--- config.mk ---
export PLATFORM = sky130hd
export DESIGN_NAME = fspg_guard
export DESIGN_NICKNAME = d
export VERILOG_FILES = /design/src/design/fspg_pkg.sv /design/src/design/fspg_guard.sv
export SDC_FILE = /design/constraint.sdc
export NUM_CORES = 1
export LEC_CHECK = 0
export BUFFER_PORTS_ARGS = -buffer_cell sky130_fd_sc_hd__buf_2
export CAP_MARGIN = 20
export CORE_ASPECT_RATIO = 1.25
export CORE_MARGIN = 4
export CORE_UTILIZATION = 47
export DETAILED_ROUTE_END_ITERATION = 10
export PLACE_DENSITY = 0.85
export SYNTH_ARGS = -nofsm -noshare
export SYNTH_HDL_FRONTEND = slang
export SYNTH_SLANG_ARGS = --single-unit
--- constraint.sdc ---
create_clock -name clk_i -period 4.9 [get_ports clk_i]
set_input_delay 0.735 -clock clk_i [delete_from_list [all_inputs] [get_ports clk_i]]
set_output_delay 0.735 -clock clk_i [all_outputs]
set_load 0.1 [all_outputs]
--- src/design/fspg_pkg.sv ---
// Constants, layouts and types for the flash self-program guard.
package fspg_pkg;

  // ==========================================================
  // Address and data widths.
  localparam int ADDR_W = 14;
  localparam int DATA_W = 32;

  // Start of the halting region; the boot region starts at or above it.
  localparam logic [13:0] HALT_REGION_BASE = 14'h3800;

  // Boot region start per size setting, all inside the halting region.
  localparam logic [13:0] BOOT_BASE_0 = 14'h3800;
  localparam logic [13:0] BOOT_BASE_1 = 14'h3c00;
  localparam logic [13:0] BOOT_BASE_2 = 14'h3e00;
  localparam logic [13:0] BOOT_BASE_3 = 14'h3f00;

  // Duration of one page erase or write, in microseconds and cycles.
  localparam int PROG_TIME_US = 4;
  localparam int CLK_MHZ = 10;
  localparam logic [7:0] PROG_CYCLES = 8'(PROG_TIME_US * CLK_MHZ);

  // ==========================================================
  // Register byte offsets.
  localparam logic [3:0] OFS_CTRL_STATUS = 4'h0;
  localparam logic [3:0] OFS_LOCKS = 4'h4;
  localparam logic [3:0] OFS_CONFIG = 4'h8;

  // Field positions in the control and status register.
  localparam int BIT_BUSY_FLAG = 0;
  localparam int BIT_PROG_ACTIVE = 1;
  localparam int BIT_HALTED = 2;
  localparam int BIT_REJECT = 3;
  localparam int BIT_CLEAR_BUSY = 0;

  // Field positions in the lock register.
  localparam int BIT_APP_LOW = 0;
  localparam int BIT_APP_HIGH = 1;
  localparam int BIT_BOOT_LOW = 2;
  localparam int BIT_BOOT_HIGH = 3;
  localparam int BIT_CHIP_ERASE = 8;

  // Field positions in the configuration register.
  localparam int BIT_SIZE_LO = 0;
  localparam int BIT_VEC_BOOT = 2;
  localparam int BIT_GEN_LOCK_LO = 4;

  // Reset values.
  localparam logic [3:0] LOCKS_RESET = 4'hf;
  localparam logic [1:0] SIZE_RESET = 2'h0;

  // ==========================================================
  // Operation phase.
  typedef enum logic [1:0] {
    FSPG_IDLE = 2'b00,
    FSPG_RWW = 2'b01,
    FSPG_HALT = 2'b10
  } fspg_phase_t;

  // One request from the processor core.
  typedef struct packed {
    logic fetch;
    logic load;
    logic store;
    logic prog;
    logic [13:0] pc;
    logic [13:0] addr;
  } fspg_req_t;

  // Answers to the processor core.
  typedef struct packed {
    logic halt;
    logic read_ok;
    logic store_ok;
    logic irq_mask;
    logic resume;
    logic prog_done;
  } fspg_resp_t;

endpackage

--- src/design/fspg_guard.sv ---
// Flash self-program guard with a classic Wishbone register slave.
//
// Implementation choices: the address map and the Wishbone register port.
`timescale 1ns/100ps

module fspg_guard (
  input wire logic clk_i,
  input wire logic rst_i,
  input wire logic [3:0] wb_adr_i,
  input wire logic [31:0] wb_dat_i,
  input wire logic wb_we_i,
  input wire logic [3:0] wb_sel_i,
  input wire logic wb_cyc_i,
  input wire logic wb_stb_i,
  output logic [31:0] wb_dat_o,
  output logic wb_ack_o,
  input wire fspg_pkg::fspg_req_t req_i,
  output fspg_pkg::fspg_resp_t resp_o
);

  // ==========================================================
  // State record.
  typedef struct packed {
    fspg_pkg::fspg_phase_t phase;
    logic [7:0] count;
    logic busy_flag;
    logic reject;
    logic [3:0] locks;
    logic [1:0] size;
    logic vec_boot;
    logic [1:0] gen_lock;
    logic [31:0] rdata;
    logic ack;
    fspg_pkg::fspg_resp_t resp;
  } fspg_state_t;

  fspg_state_t st;
  fspg_state_t next_st;

  // Combinational decode signals.
  logic [13:0] boot_base;
  logic pc_in_boot;
  logic addr_in_boot;
  logic addr_in_rww;
  logic app_wr_block;
  logic app_rd_block;
  logic boot_wr_block;
  logic boot_rd_block;
  logic store_allowed;
  logic load_allowed;
  logic fetch_allowed;
  logic rww_blocked;
  logic bus_req;

  // ==========================================================
  // Region decode and lock evaluation.
  always_comb
  begin
    // Boot region start picked by size; every choice is at or above halt base.
    unique case (st.size)
      2'h0: boot_base = fspg_pkg::BOOT_BASE_0;
      2'h1: boot_base = fspg_pkg::BOOT_BASE_1;
      2'h2: boot_base = fspg_pkg::BOOT_BASE_2;
      2'h3: boot_base = fspg_pkg::BOOT_BASE_3;
    endcase
    pc_in_boot = (req_i.pc >= boot_base);
    addr_in_boot = (req_i.addr >= boot_base);
    // Region is taken from the target address of the operation.
    addr_in_rww = (req_i.addr < fspg_pkg::HALT_REGION_BASE);
    // Application locks: high bit 0 blocks loads from boot code, low bit 0 blocks stores.
    app_wr_block = !st.locks[fspg_pkg::BIT_APP_LOW];
    app_rd_block = !st.locks[fspg_pkg::BIT_APP_HIGH] && pc_in_boot;
    // Boot locks mirror the application ones.
    boot_wr_block = !st.locks[fspg_pkg::BIT_BOOT_LOW];
    boot_rd_block = !st.locks[fspg_pkg::BIT_BOOT_HIGH] && !pc_in_boot;
    // The general lock setting is deliberately not consulted here.
    store_allowed = pc_in_boot &&
      !(addr_in_boot ? boot_wr_block : app_wr_block);
    rww_blocked = st.busy_flag;
    load_allowed = !(addr_in_boot ? boot_rd_block : app_rd_block) &&
      !(rww_blocked && addr_in_rww);
    // Fetches from the unblocked halting region stay alive.
    fetch_allowed = !(rww_blocked && addr_in_rww);
    bus_req = wb_cyc_i && wb_stb_i && !st.ack;
  end

  // ==========================================================
  // Next-state logic for sequencing and the register bus.
  always_comb
  begin
    next_st = st;
    next_st.ack = bus_req;
    next_st.resp.resume = 1'b0;
    next_st.resp.prog_done = 1'b0;
    // Programming sequencer.
    unique case (st.phase)
      fspg_pkg::FSPG_IDLE:
      begin
        if (req_i.prog && req_i.store)
        begin
          if (store_allowed)
          begin
            next_st.count = fspg_pkg::PROG_CYCLES;
            next_st.busy_flag = 1'b1;
            next_st.phase = addr_in_rww ? fspg_pkg::FSPG_RWW : fspg_pkg::FSPG_HALT;
          end
          else
          begin
            next_st.reject = 1'b1;
          end
        end
      end
      fspg_pkg::FSPG_RWW, fspg_pkg::FSPG_HALT:
      begin
        // Count down the operation time.
        next_st.count = st.count - 8'h01;
        if (st.count == 8'h01)
        begin
          next_st.phase = fspg_pkg::FSPG_IDLE;
          next_st.resp.prog_done = 1'b1;
          // Halt release tells the core to continue after the store.
          next_st.resp.resume = (st.phase == fspg_pkg::FSPG_HALT);
        end
      end
      default:
      begin
        next_st.phase = fspg_pkg::FSPG_IDLE;
      end
    endcase
    // Register writes.
    if (bus_req && wb_we_i && wb_sel_i[0])
    begin
      unique case (wb_adr_i)
        fspg_pkg::OFS_CTRL_STATUS:
        begin
          // Busy clears only once programming is over; software must do this.
          if (wb_dat_i[fspg_pkg::BIT_CLEAR_BUSY] && st.phase == fspg_pkg::FSPG_IDLE
              && next_st.phase == fspg_pkg::FSPG_IDLE)
            next_st.busy_flag = 1'b0;
          if (wb_dat_i[fspg_pkg::BIT_REJECT] && !(req_i.prog && req_i.store))
            next_st.reject = 1'b0;
        end
        fspg_pkg::OFS_LOCKS:
        begin
          // Lock bits may only go to zero unless a chip erase is asked.
          if (wb_sel_i[1] && wb_dat_i[fspg_pkg::BIT_CHIP_ERASE])
            next_st.locks = fspg_pkg::LOCKS_RESET;
          else
            next_st.locks = st.locks & wb_dat_i[3:0];
        end
        fspg_pkg::OFS_CONFIG:
        begin
          next_st.size = wb_dat_i[fspg_pkg::BIT_SIZE_LO +: 2];
          next_st.vec_boot = wb_dat_i[fspg_pkg::BIT_VEC_BOOT];
          next_st.gen_lock = wb_dat_i[fspg_pkg::BIT_GEN_LOCK_LO +: 2];
        end
        default:
        begin
          next_st.size = st.size;
        end
      endcase
    end
    // Register reads; unmapped offsets read zero.
    next_st.rdata = 32'h0000_0000;
    if (bus_req && !wb_we_i)
    begin
      unique case (wb_adr_i)
        fspg_pkg::OFS_CTRL_STATUS:
        begin
          next_st.rdata[fspg_pkg::BIT_BUSY_FLAG] = st.busy_flag;
          next_st.rdata[fspg_pkg::BIT_PROG_ACTIVE] = (st.phase != fspg_pkg::FSPG_IDLE);
          next_st.rdata[fspg_pkg::BIT_HALTED] = (st.phase == fspg_pkg::FSPG_HALT);
          next_st.rdata[fspg_pkg::BIT_REJECT] = st.reject;
        end
        fspg_pkg::OFS_LOCKS:
          next_st.rdata[3:0] = st.locks;
        fspg_pkg::OFS_CONFIG:
        begin
          next_st.rdata[fspg_pkg::BIT_SIZE_LO +: 2] = st.size;
          next_st.rdata[fspg_pkg::BIT_VEC_BOOT] = st.vec_boot;
          next_st.rdata[fspg_pkg::BIT_GEN_LOCK_LO +: 2] = st.gen_lock;
        end
        default:
          next_st.rdata = 32'h0000_0000;
      endcase
    end
    // Registered answers to the core; halt from the state being entered, the rest from the present state.
    next_st.resp.halt = (next_st.phase == fspg_pkg::FSPG_HALT);
    next_st.resp.read_ok = load_allowed && fetch_allowed;
    next_st.resp.store_ok = store_allowed;
    // Interrupt masking when vectors sit in the other region.
    next_st.resp.irq_mask =
      (!st.locks[fspg_pkg::BIT_APP_HIGH] && st.vec_boot && !pc_in_boot) ||
      (!st.locks[fspg_pkg::BIT_BOOT_HIGH] && !st.vec_boot && pc_in_boot);
  end

  // ==========================================================
  // State register.
  always_ff @(posedge clk_i)
  begin
    if (rst_i)
    begin
      st <= '0;
      st.phase <= fspg_pkg::FSPG_IDLE;
      st.locks <= fspg_pkg::LOCKS_RESET;
      st.size <= fspg_pkg::SIZE_RESET;
    end
    else
    begin
      st <= next_st;
    end
  end

  // Outputs straight from the state record.
  assign wb_dat_o = st.rdata;
  assign wb_ack_o = st.ack;
  assign resp_o = st.resp;

endmodule

# Yosys cells after proc, flatten, opt, wreduce, memory -nomap -nowiden
# Index checks and enable logic that the tools add are counted.
[word_totals] register_bits=60 latchBits=0 ram_bits=0 rom_bits=0 in_bits=77 word_cells=107 n_memories=0
[op_classes] n_addsub=1 n_mul=0 div_mod_pow=0 n_lt_le_gt_ge=3 n_eq_ne=11 shifts=0 mux=22 n_bitwise=5 reduce_logical=47
[ops] operator="14-bit case mux with 4 select lines" n=1
[ops] operator="14-bit >= comparator" n=2
[ops] operator="11-bit two-way mux" n=2
[ops] operator="1-bit logical AND" n=20
[ops] operator="8-bit case mux with 2 select lines" n=1
[ops] operator="14-bit < comparator, second input constant" n=1
[ops] operator="1-bit logical NOT" n=12
[ops] operator="12-bit two-way mux" n=1
[ops] operator="2-bit two-way mux" n=5
[ops] operator="3-bit case mux with 3 select lines" n=1
[ops] operator="2-bit == test, second input constant" n=4
[ops] operator="8-bit by 1-bit == test with 1-bit output, second input constant" n=1
[ops] operator="4-bit two-way mux" n=2
[ops] operator="8-bit by 1-bit subtractor with 8-bit output, second input constant" n=1
[ops] operator="2-bit logical NOT" n=3
[ops] operator="1-bit two-way mux" n=6
[ops] operator="2-bit OR reduction" n=3
[ops] operator="3-bit OR reduction" n=2
[ops] operator="4-bit AND" n=1
[ops] operator="2-bit by 1-bit == test with 1-bit output, second input constant" n=2
[ops] operator="4-bit by 3-bit == test with 1-bit output, second input constant" n=1
[ops] operator="4-bit == test, second input constant" n=1
[ops] operator="4-bit logical NOT" n=1
[ops] operator="2-bit inequality test, second input constant" n=2
[ops] operator="8 further kinds" n=13

# Longest topological paths before layout
# Gate-level depths: netlist (run 1).
[depth] depth_word=14 mapped_depth=9 depth_no_buf=8

# Least setup slack after synthesis (run 1)
# Ideal clock, no wire load.
[synth_timing] path_type="input -> register" start="input port req_i[9] in the netlist's numbering" end="register st (netlist bit resp_o[5])" setup_ns=0.117 arrival_time_ns=2.411 required_ns=4.783 setup_slack_ns=2.373 path_stages=8 cell_sequence="ha_1 o21ai_0 nor4_1 or3b_1 buf_6 and3_4 a221oi_2 and4b_1"
[synth_between] elab_chain_cells=8
[synth_lines] element="start: declaration" line="fspg_guard.sv:17" text="input wire fspg_pkg::fspg_req_t req_i,"
[synth_lines] element="14-bit >= comparator" line="fspg_guard.sv:67" text="addr_in_boot = (req_i.addr >= boot_base);"
[synth_lines] element="1-bit two-way mux" line="fspg_guard.sv:78" text="!(addr_in_boot ? boot_wr_block : app_wr_block);"
[synth_lines] element="1-bit logical NOT" line="fspg_guard.sv:78"
[synth_lines] element="1-bit logical AND" line="fspg_guard.sv:77" text="store_allowed = pc_in_boot &&"
[synth_lines] element="11-bit two-way mux (*)" line="fspg_guard.sv:101" text="if (store_allowed)"
[synth_lines] element="12-bit two-way mux (*)" line="fspg_guard.sv:99" text="if (req_i.prog && req_i.store)"
[synth_lines] element="2-bit case mux with 2 select lines (*)" line="fspg_guard.sv:96" text="unique case (st.phase)"
[synth_lines] element="2-bit == test (*)" line="fspg_guard.sv:188" text="next_st.resp.halt = (next_st.phase == fspg_pkg::FSPG_HALT);"
[synth_lines] element="end signal: assignment" line="fspg_guard.sv:210" text="st <= next_st;"
[synth_lines] element="end: declaration" line="fspg_guard.sv:37" text="fspg_state_t st;"
# Mark *: on every way between the ends. The rest lies on a longest branch, timed or not. The select of a mux whose other input is x is not followed.
# A chain may end at the register's enable or synchronous reset.

# Worst setup path after layout (run 1)
[layout_timing] start="register st[43] in the netlist's numbering" end="register st (netlist bit resp_o[5])"
[layout_between] elab_chain_cells=10
[layout_lines] element="2-bit == test, or another cell as far along" line="fspg_guard.sv:60" text="unique case (st.size)"
[layout_lines] element="14-bit case mux with 4 select lines (*)" line="fspg_guard.sv:60"
[layout_lines] element="14-bit >= comparator" line="fspg_guard.sv:67"
[layout_lines] element="1-bit two-way mux" line="fspg_guard.sv:78"
[layout_lines] element="1-bit logical NOT" line="fspg_guard.sv:78"
[layout_lines] element="1-bit logical AND (*)" line="fspg_guard.sv:77"
[layout_lines] element="11-bit two-way mux (*)" line="fspg_guard.sv:101"
[layout_lines] element="12-bit two-way mux (*)" line="fspg_guard.sv:99"
[layout_lines] element="2-bit case mux with 2 select lines (*)" line="fspg_guard.sv:96"
[layout_lines] element="2-bit == test (*)" line="fspg_guard.sv:188"
# Marked as above.

==> impl_metrics.yaml, run 1 <==
clock_tree:
  cts-buffers-inserted: 5
  cts_tree: "yes"
  max-clock-path-buffers: 2
  post_cts_hold_buffer_count: 0
  clkSlewWorstSetupHoldPaths_ps: 70
  post_cts.resized_instances: 0
  clock_insertion_delay_worst_skew_ps: 290
  post_cts_repair_setup_buffers: 0
  cts.htree.levels: 2
  clockRootBuffer: "clkbuf_8"
  clock_sinks: 34
synthesis:
  yosys_register_bits: 34
  yosys.cell_count.top_type: "buf_4"
  seq_area_frac_synth_pct: 34.4
  number_of_synthesis_warnings: 0
  synthCells: 234
  ys_top_cells_by_count: "buf_4, dfxtp_1, nor2_1"
  synth_area_per_cell_sq_um: 8.46
  netlist.area_leader.share_pct: 34.4
  synth_area_leader_cell: "dfxtp_1"
  dominant_cells_by_area_after_synthesis: "dfxtp_1, buf_4, ha_1, nor2_1, mux2i_1"
  yosys_most_used_dff: "dfxtp_1"
  synth_edf_count: 0
  synth-async-reset-ratio_pct: 0
  synth_cell_type_count: 45
  netlist_area_sq_um: 1980
pwr:
  power_per_cell_area_nw_per_um2: 298
  p_leak_nw: 0.979
  report.power.total_w: 0.000638
  worst_ir_drop_vdd_v: 0.000245
cells_and_area:
  fin_nets: 353
  combined_area_of_the_multi_input_logic_cells_sq_um: 1040
  final_core_utilization_pct: 52.7
  final_cell_count_no_fill: 324
  antenna-diode-count: 0
  seq_area_sq_um: 681
  area_delta_synth_final_pct: 8.28
  layout-drive-gt1-share_pct: 21.3
  fillers: 397
global_routing:
  track_usage_pct: 16.4
  overflow: 0
  first_global_vias: 1551
  largest_net_degree_at_the_start_of_global_routing: 23
  wire_length_of_the_first_global_routing_pass_um: 6700
  grt_antenna_before_repair: 0
worst_setup_path:
  critPathTopFamily: "simple AND/OR/NAND/NOR gates"
  timing.critical_path.from_type: "register"
  max_stage_delay_ps: 500
  crit_type: "reg2reg"
  path_buf_inv: 1
  crit_path_top_delay_cell: "or3b_1"
  timing.critical_path.to_type: "register"
  timing.critical_path.cells: "inv_1 > ha_1 > o21ai_0 > nor4_1 > or3b_1 > and3_4 > a221oi_2 > and4b_1"
  critical_path.max_fanout: 8
  cp_data_arrival_time_ps: 2710
  required_ps: 5080
placed_design:
  detailedPlacementHpwl_um: 3110
  finalWeightedCongestion: 0.850
  place.port_buffers: 44
  numPlacedInstances: 316
outcome:
  outcome: "finished, final reports clean"
timing:
  report.final.hold_viol_count: 0
  final.min_clock_period_ps: 2530
  layout_worst_path_cycle_share_pct: 51.5
  slew_headroom_pct: 59.9
  worst_tran_pin_value_ps: 600
  timing.final.max_slew_violations: 0
  setup_repair_after_global_routing_missed_its_margin: "no"
  final.setup_skew_ps: 4.51
  tns_ps: 0
  fmax_mhz: 396
  setup_viol: 0
routing:
  postRouteWirelength_um: 4040
  routed_via_density: 4.96
  dr_total_vias: 1606
  firstDrtPassIters: 4
  drcViolationCount: 0
  drt_first_iter_violations: 73
  route.detailed.wl_per_inst_um: 12.5
  final_antenna_net_count: 0
die:
  row_count: 26
  die_outline_area_sq_um: 5320
  floorplan.initialDensity_pct: 48.7
  core-area_sq_um: 4070
  die-height_um: 80.6
  ioPinCount: 116
  die_width_um: 66.1
flow_run:
  drv.max_cap_violation_count: 0
worst_hold_path:
  min-delay-path-class: "reg2reg"
[registers in the layout (all words and copies together), names as in the netlist]
signal       flops
st              20
wb_dat_o         6
rww_blocked      1
wb_ack_o         1
resp_o           6
[path summary, 6_finish.rpt]
kind                            start                endpoint  slack (ps)  cells after the start
setup / recovery  st[43]$_SDFFE_PP0P_    resp_o[5]$_SDFF_PP0_        2370                      8
hold / removal    st[40]$_SDFFE_PP0P_  wb_dat_o[5]$_SDFF_PP0_         480                      1
setup reg to reg  st[43]$_SDFFE_PP0P_    resp_o[5]$_SDFF_PP0_        2370                      8
hold reg to reg   st[40]$_SDFFE_PP0P_  wb_dat_o[5]$_SDFF_PP0_         480                      1
[stage by stage]
| step | worst slack (ps) | hold slack (ps) | cell area, sq um |
|---|---|---|---|
| after floorplan | 2370 | 451 | 2070 |
| after global placement | 2120 | 463 | 2050 |
| after detailed placement | 2080 | 476 | 2050 |
| after CTS | 2380 | 488 | 2140 |
| after global routing | 2060 | 508 | 2140 |
| final | 2370 | 483 | 2140 |
[placed cells by master (no fill, tap or decap), types with 2 or more instances in the layout]
| cell | n |
|---|---|
| nand2_1 | 13 |
| conb_1 | 26 |
| or4_1 | 2 |
| nand3b_1 | 2 |
| nand3_1 | 5 |
| o21ai_0 | 11 |
| and3_1 | 4 |
| nor2_1 | 27 |
| a21oi_1 | 10 |
| inv_1 | 10 |
| or3_1 | 8 |
| clkbuf_8 | 6 |
| mux2i_1 | 9 |
| a21boi_0 | 5 |
| buf_2 | 44 |
| nor4_1 | 5 |
| nor2b_1 | 5 |
| a41oi_1 | 3 |
| dfxtp_1 | 34 |
| ha_1 | 9 |
| nor3_1 | 5 |
[cell families (layout without fill, tap and decap cells)]
| family | count (synthesis) | in the layout | share of synthesized area (%) |
|---|---|---|---|
| xor+xnor | 1 | 1 | 0.442 |
| simple gates | 86 | 86 | 23.1 |
| buf+inv | 53 | 62 | 17.6 |
| compound gates | 40 | 40 | 13.5 |
| mux | 10 | 10 | 5.12 |
| other cells | 1 | 26 | 0.189 |
| flops | 34 | 34 | 34.4 |
| fa+ha+maj | 9 | 9 | 5.69 |
[per-layer routing]
metal | vias up | GRT usage, % | part of all wire, %
met2 | 62 | 28.2 | 48
met3 | 5 | 4.48 | 8.7
met4 | 0 | 8.74 | 1.6
met1 | 720 | 18.0 | 41
li1 | 819 | - | -
met5 | - | 0 | 0
[power by group]
group	internal, W	switching, W	leakage [nW]	total (W)
logic	0.0000226	0.000121	0.656	0.000144
clock network	0.000113	0.0000992	0.0482	0.000212
registers	0.000280	0.00000245	0.275	0.000282
[final cells by class]
type	count	area share [%]
Clock inverter	1	0.233
Multi-Input combinational cell	172	48.7
Clock buffer	7	4.03
Inverter	10	1.75
Sequential cell	34	31.7
Timing Repair Buffer	44	10.3
Tap cell	56	3.27
No activity file was read; power rests on OpenSTA's default activity.
==> run 2: changes to the inputs <==
--- a/config.mk
+++ b/config.mk
@@ -9,9 +9,9 @@
 export CAP_MARGIN = 20
 export CORE_ASPECT_RATIO = 1.25
 export CORE_MARGIN = 4
-export CORE_UTILIZATION = 47
+export CORE_UTILIZATION = 39
 export DETAILED_ROUTE_END_ITERATION = 10
-export PLACE_DENSITY = 0.85
+export PLACE_DENSITY = 0.76
 export SYNTH_ARGS = -nofsm -noshare
 export SYNTH_HDL_FRONTEND = slang
 export SYNTH_SLANG_ARGS = --single-unit
==> constraint.sdc (replaced) <==
create_clock -name clk_i -period 2.2 [get_ports clk_i]
set_input_delay 0.33 -clock clk_i [delete_from_list [all_inputs] [get_ports clk_i]]
set_output_delay 0.33 -clock clk_i [all_outputs]
set_load 0.1 [all_outputs]
==> impl_metrics.yaml, run 2 (synthesis results as in run 1) <==
pwr:
  switching_share_pct: 34.8
  p_int_w: 0.000938
  p_leak_nw: 1.07
  power.net_switching_w: 0.000501
  worst_ir_drop_vdd_v: 0.000289
  power_per_cell_area_nw_per_um2: 606
  pwr-share-seq_pct: 43.6
  power_frac_clock_pct: 32.5
  p_comb_share_pct: 23.8
cells_and_area:
  area_delta_synth_final_pct: 19.8
  final_cell_count_no_fill: 344
  antenna-diode-count: 0
  layout-drive-gt1-share_pct: 30.6
  mostFrequentLayoutCells: "buf_2, dfxtp_1, conb_1"
  largest-register: "st"
  layout.cells.most_common: "buf_2"
  largest_reg_flops: 20
  final_cell_area_sq_um: 2370
  fin_nets: 369
timing:
  fmax_mhz: 446
  final.min_clock_period_ps: 2240
  finalWorstSetupSlack_ps: -40.1
  setup_repair_after_global_routing_missed_its_margin: "yes"
  timing.final.max_slew_violations: 0
  finalHoldWorstSlack_ps: 268
  final.setup_skew_ps: 6.08
  layout_worst_path_cycle_share_pct: 102
  report.final.hold_viol_count: 0
  worst_tran_pin_value_ps: 680
  slew_headroom_pct: 54.2
  tns_ps: -66.6
  setup_viol: 2
worst_setup_path:
  flop_to_flop_setup_slack_ps: -40
  timing.critical_path.from_type: "register"
  crit_type: "reg2reg"
  timing.critical_path.cells: "inv_2 > ha_4 > and4bb_1 > nor4_2 > or3b_4 > and3_4 > a221oi_2 > and4b_1"
  required_ps: 2380
  cp_data_arrival_time_ps: 2420
  max_stage_delay_ps: 440
  crit_path_top_delay_cell: "or3b_4"
  critical_path.max_fanout: 6
  timing.critical_path.to_type: "register"
routing:
  route.detailed.wl_per_inst_um: 12.9
  drt_first_iter_violations: 106
  firstDrtPassIters: 4
  postRouteWirelength_um: 4450
  drcViolationCount: 0
  dr_total_vias: 1725
  final_antenna_net_count: 0
  routed_via_density: 5.01
worst_hold_path:
  min-delay-path-class: "in2reg"
placed_design:
  numPlacedInstances: 335
  place.port_buffers: 44
  dpl-instance-area_sq_um: 2170
  detailedPlacementHpwl_um: 3380
  finalWeightedCongestion: 0.835
  preCtsSetupSlack_ps: -109
die:
  floorplan.initialDensity_pct: 41.0
  die_width_um: 71.7
  row_count: 28
  die_outline_area_sq_um: 6290
  core-area_sq_um: 4830
  die-height_um: 87.7
  ioPinCount: 116
global_routing:
  wire_length_of_the_first_global_routing_pass_um: 6960
  grt_antenna_before_repair: 0
  track_usage_pct: 13.8
  global_route.peak_usage_layer: "met2"
  use_met1_pct: 15.7
  overflow: 0
  globalRouteMet2Util_pct: 23.9
  largest_net_degree_at_the_start_of_global_routing: 23
  first_global_vias: 1568
  globalRouteMet3Util_pct: 4.71
clock_tree:
  clkSlewWorstSetupHoldPaths_ps: 70
  cts.htree.levels: 2
  clockRootBuffer: "clkbuf_8"
  max-clock-path-buffers: 2
  cts_tree: "yes"
  cts-buffers-inserted: 5
  clock_sinks: 34
  clock_insertion_delay_worst_skew_ps: 280
  post_cts_hold_buffer_count: 0
outcome:
  outcome: "finished, violations left"
  violations: "negative setup slack"
flow_run:
  drv.max_cap_violation_count: 0
==> run 2: cell count changes in the layout (fill, tap and decap cells not counted), moves of 2 or more <==
| cell | previous run | this run |
|---|---|---|
| dfxtp_1 | 34 | 32 |
| nor4_1 | 5 | 3 |
| nor2_2 | 0 | 2 |
| o21ai_0 | 11 | 9 |
| buf_4 | 0 | 16 |
| a21oi_1 | 10 | 7 |
| a21oi_4 | 0 | 2 |
| nor4_2 | 0 | 2 |
| nor2_1 | 27 | 25 |
==> run 2: metal layers <==
metal / part of all wire [%] / wire length, um / vias up
li1: - / - / 851
met1: 40 / 1780 / 809
met2: 50 / 2230 / 59
met3: 8.3 / 369 / 6
met4: 1.3 / 58 / 0
met5: 0 / 0 / -
==> run 2: through the flow <==
step | total power, W | utilization, %
floorplan | 0.000951 | -
detailed placement | 0.000967 | 44.9
global route | 0.00150 | 49.1
finish | 0.00144 | 49.1
CTS | 0.00143 | 47.4
global placement | 0.000964 | 44.9
==> run 2: final cells by class <==
class,count,area [sq um]
fill,480,2460
multi-input combinational,172,1140
sequential,34,686
timing repair buffer,60,340
clock buffer,7,86.3
tap,60,75.1
inverter,10,37.5
clock inverter,1,5.00
==> run 2: path summary, 6_finish.rpt <==
path,startpoint,end,depth (start not counted)
setup / recovery,st[43]$_SDFFE_PP0P_,resp_o[5]$_SDFF_PP0_,8
hold / removal,wb_dat_i[3],st[48]$_SDFF_PP0_,2
setup reg to reg,st[43]$_SDFFE_PP0P_,resp_o[5]$_SDFF_PP0_,8
hold reg to reg,st[39]$_SDFFE_PP0P_,wb_dat_o[4]$_SDFF_PP0_,1
==> run 2: worst max-delay path, delay by kind of cell, from the launching register on <==
| kind | cells | cell delay [ps] |
|---|---|---|
| buffers and inverters | 1 | 50 |
| AND/OR/NAND/NOR | 5 | 1250 |
| AO/OA/AOI/OAI | 1 | 320 |
| adder cells (fa/ha/maj) | 1 | 150 |
| flip-flops | 1 | 370 |
==> run 2: power by group through the flow <==
stage	logic [W]	clock network (W)	registers, W
2_1_floorplan	0.000305	0	0.000647
3_3_place_gp	0.000321	0	0.000642
3_5_place_dp	0.000325	0	0.000642
4_1_cts	0.000330	0.000476	0.000627
5_1_grt	0.000360	0.000516	0.000628
6_report	0.000343	0.000468	0.000627
==> run 2: timing repair <==
item | CTS | global route
setup buffers | 1 | 1
setup endpoints to repair | 12 | 12
pin swaps | 6 | 7
gates resized for setup | 9 | 14
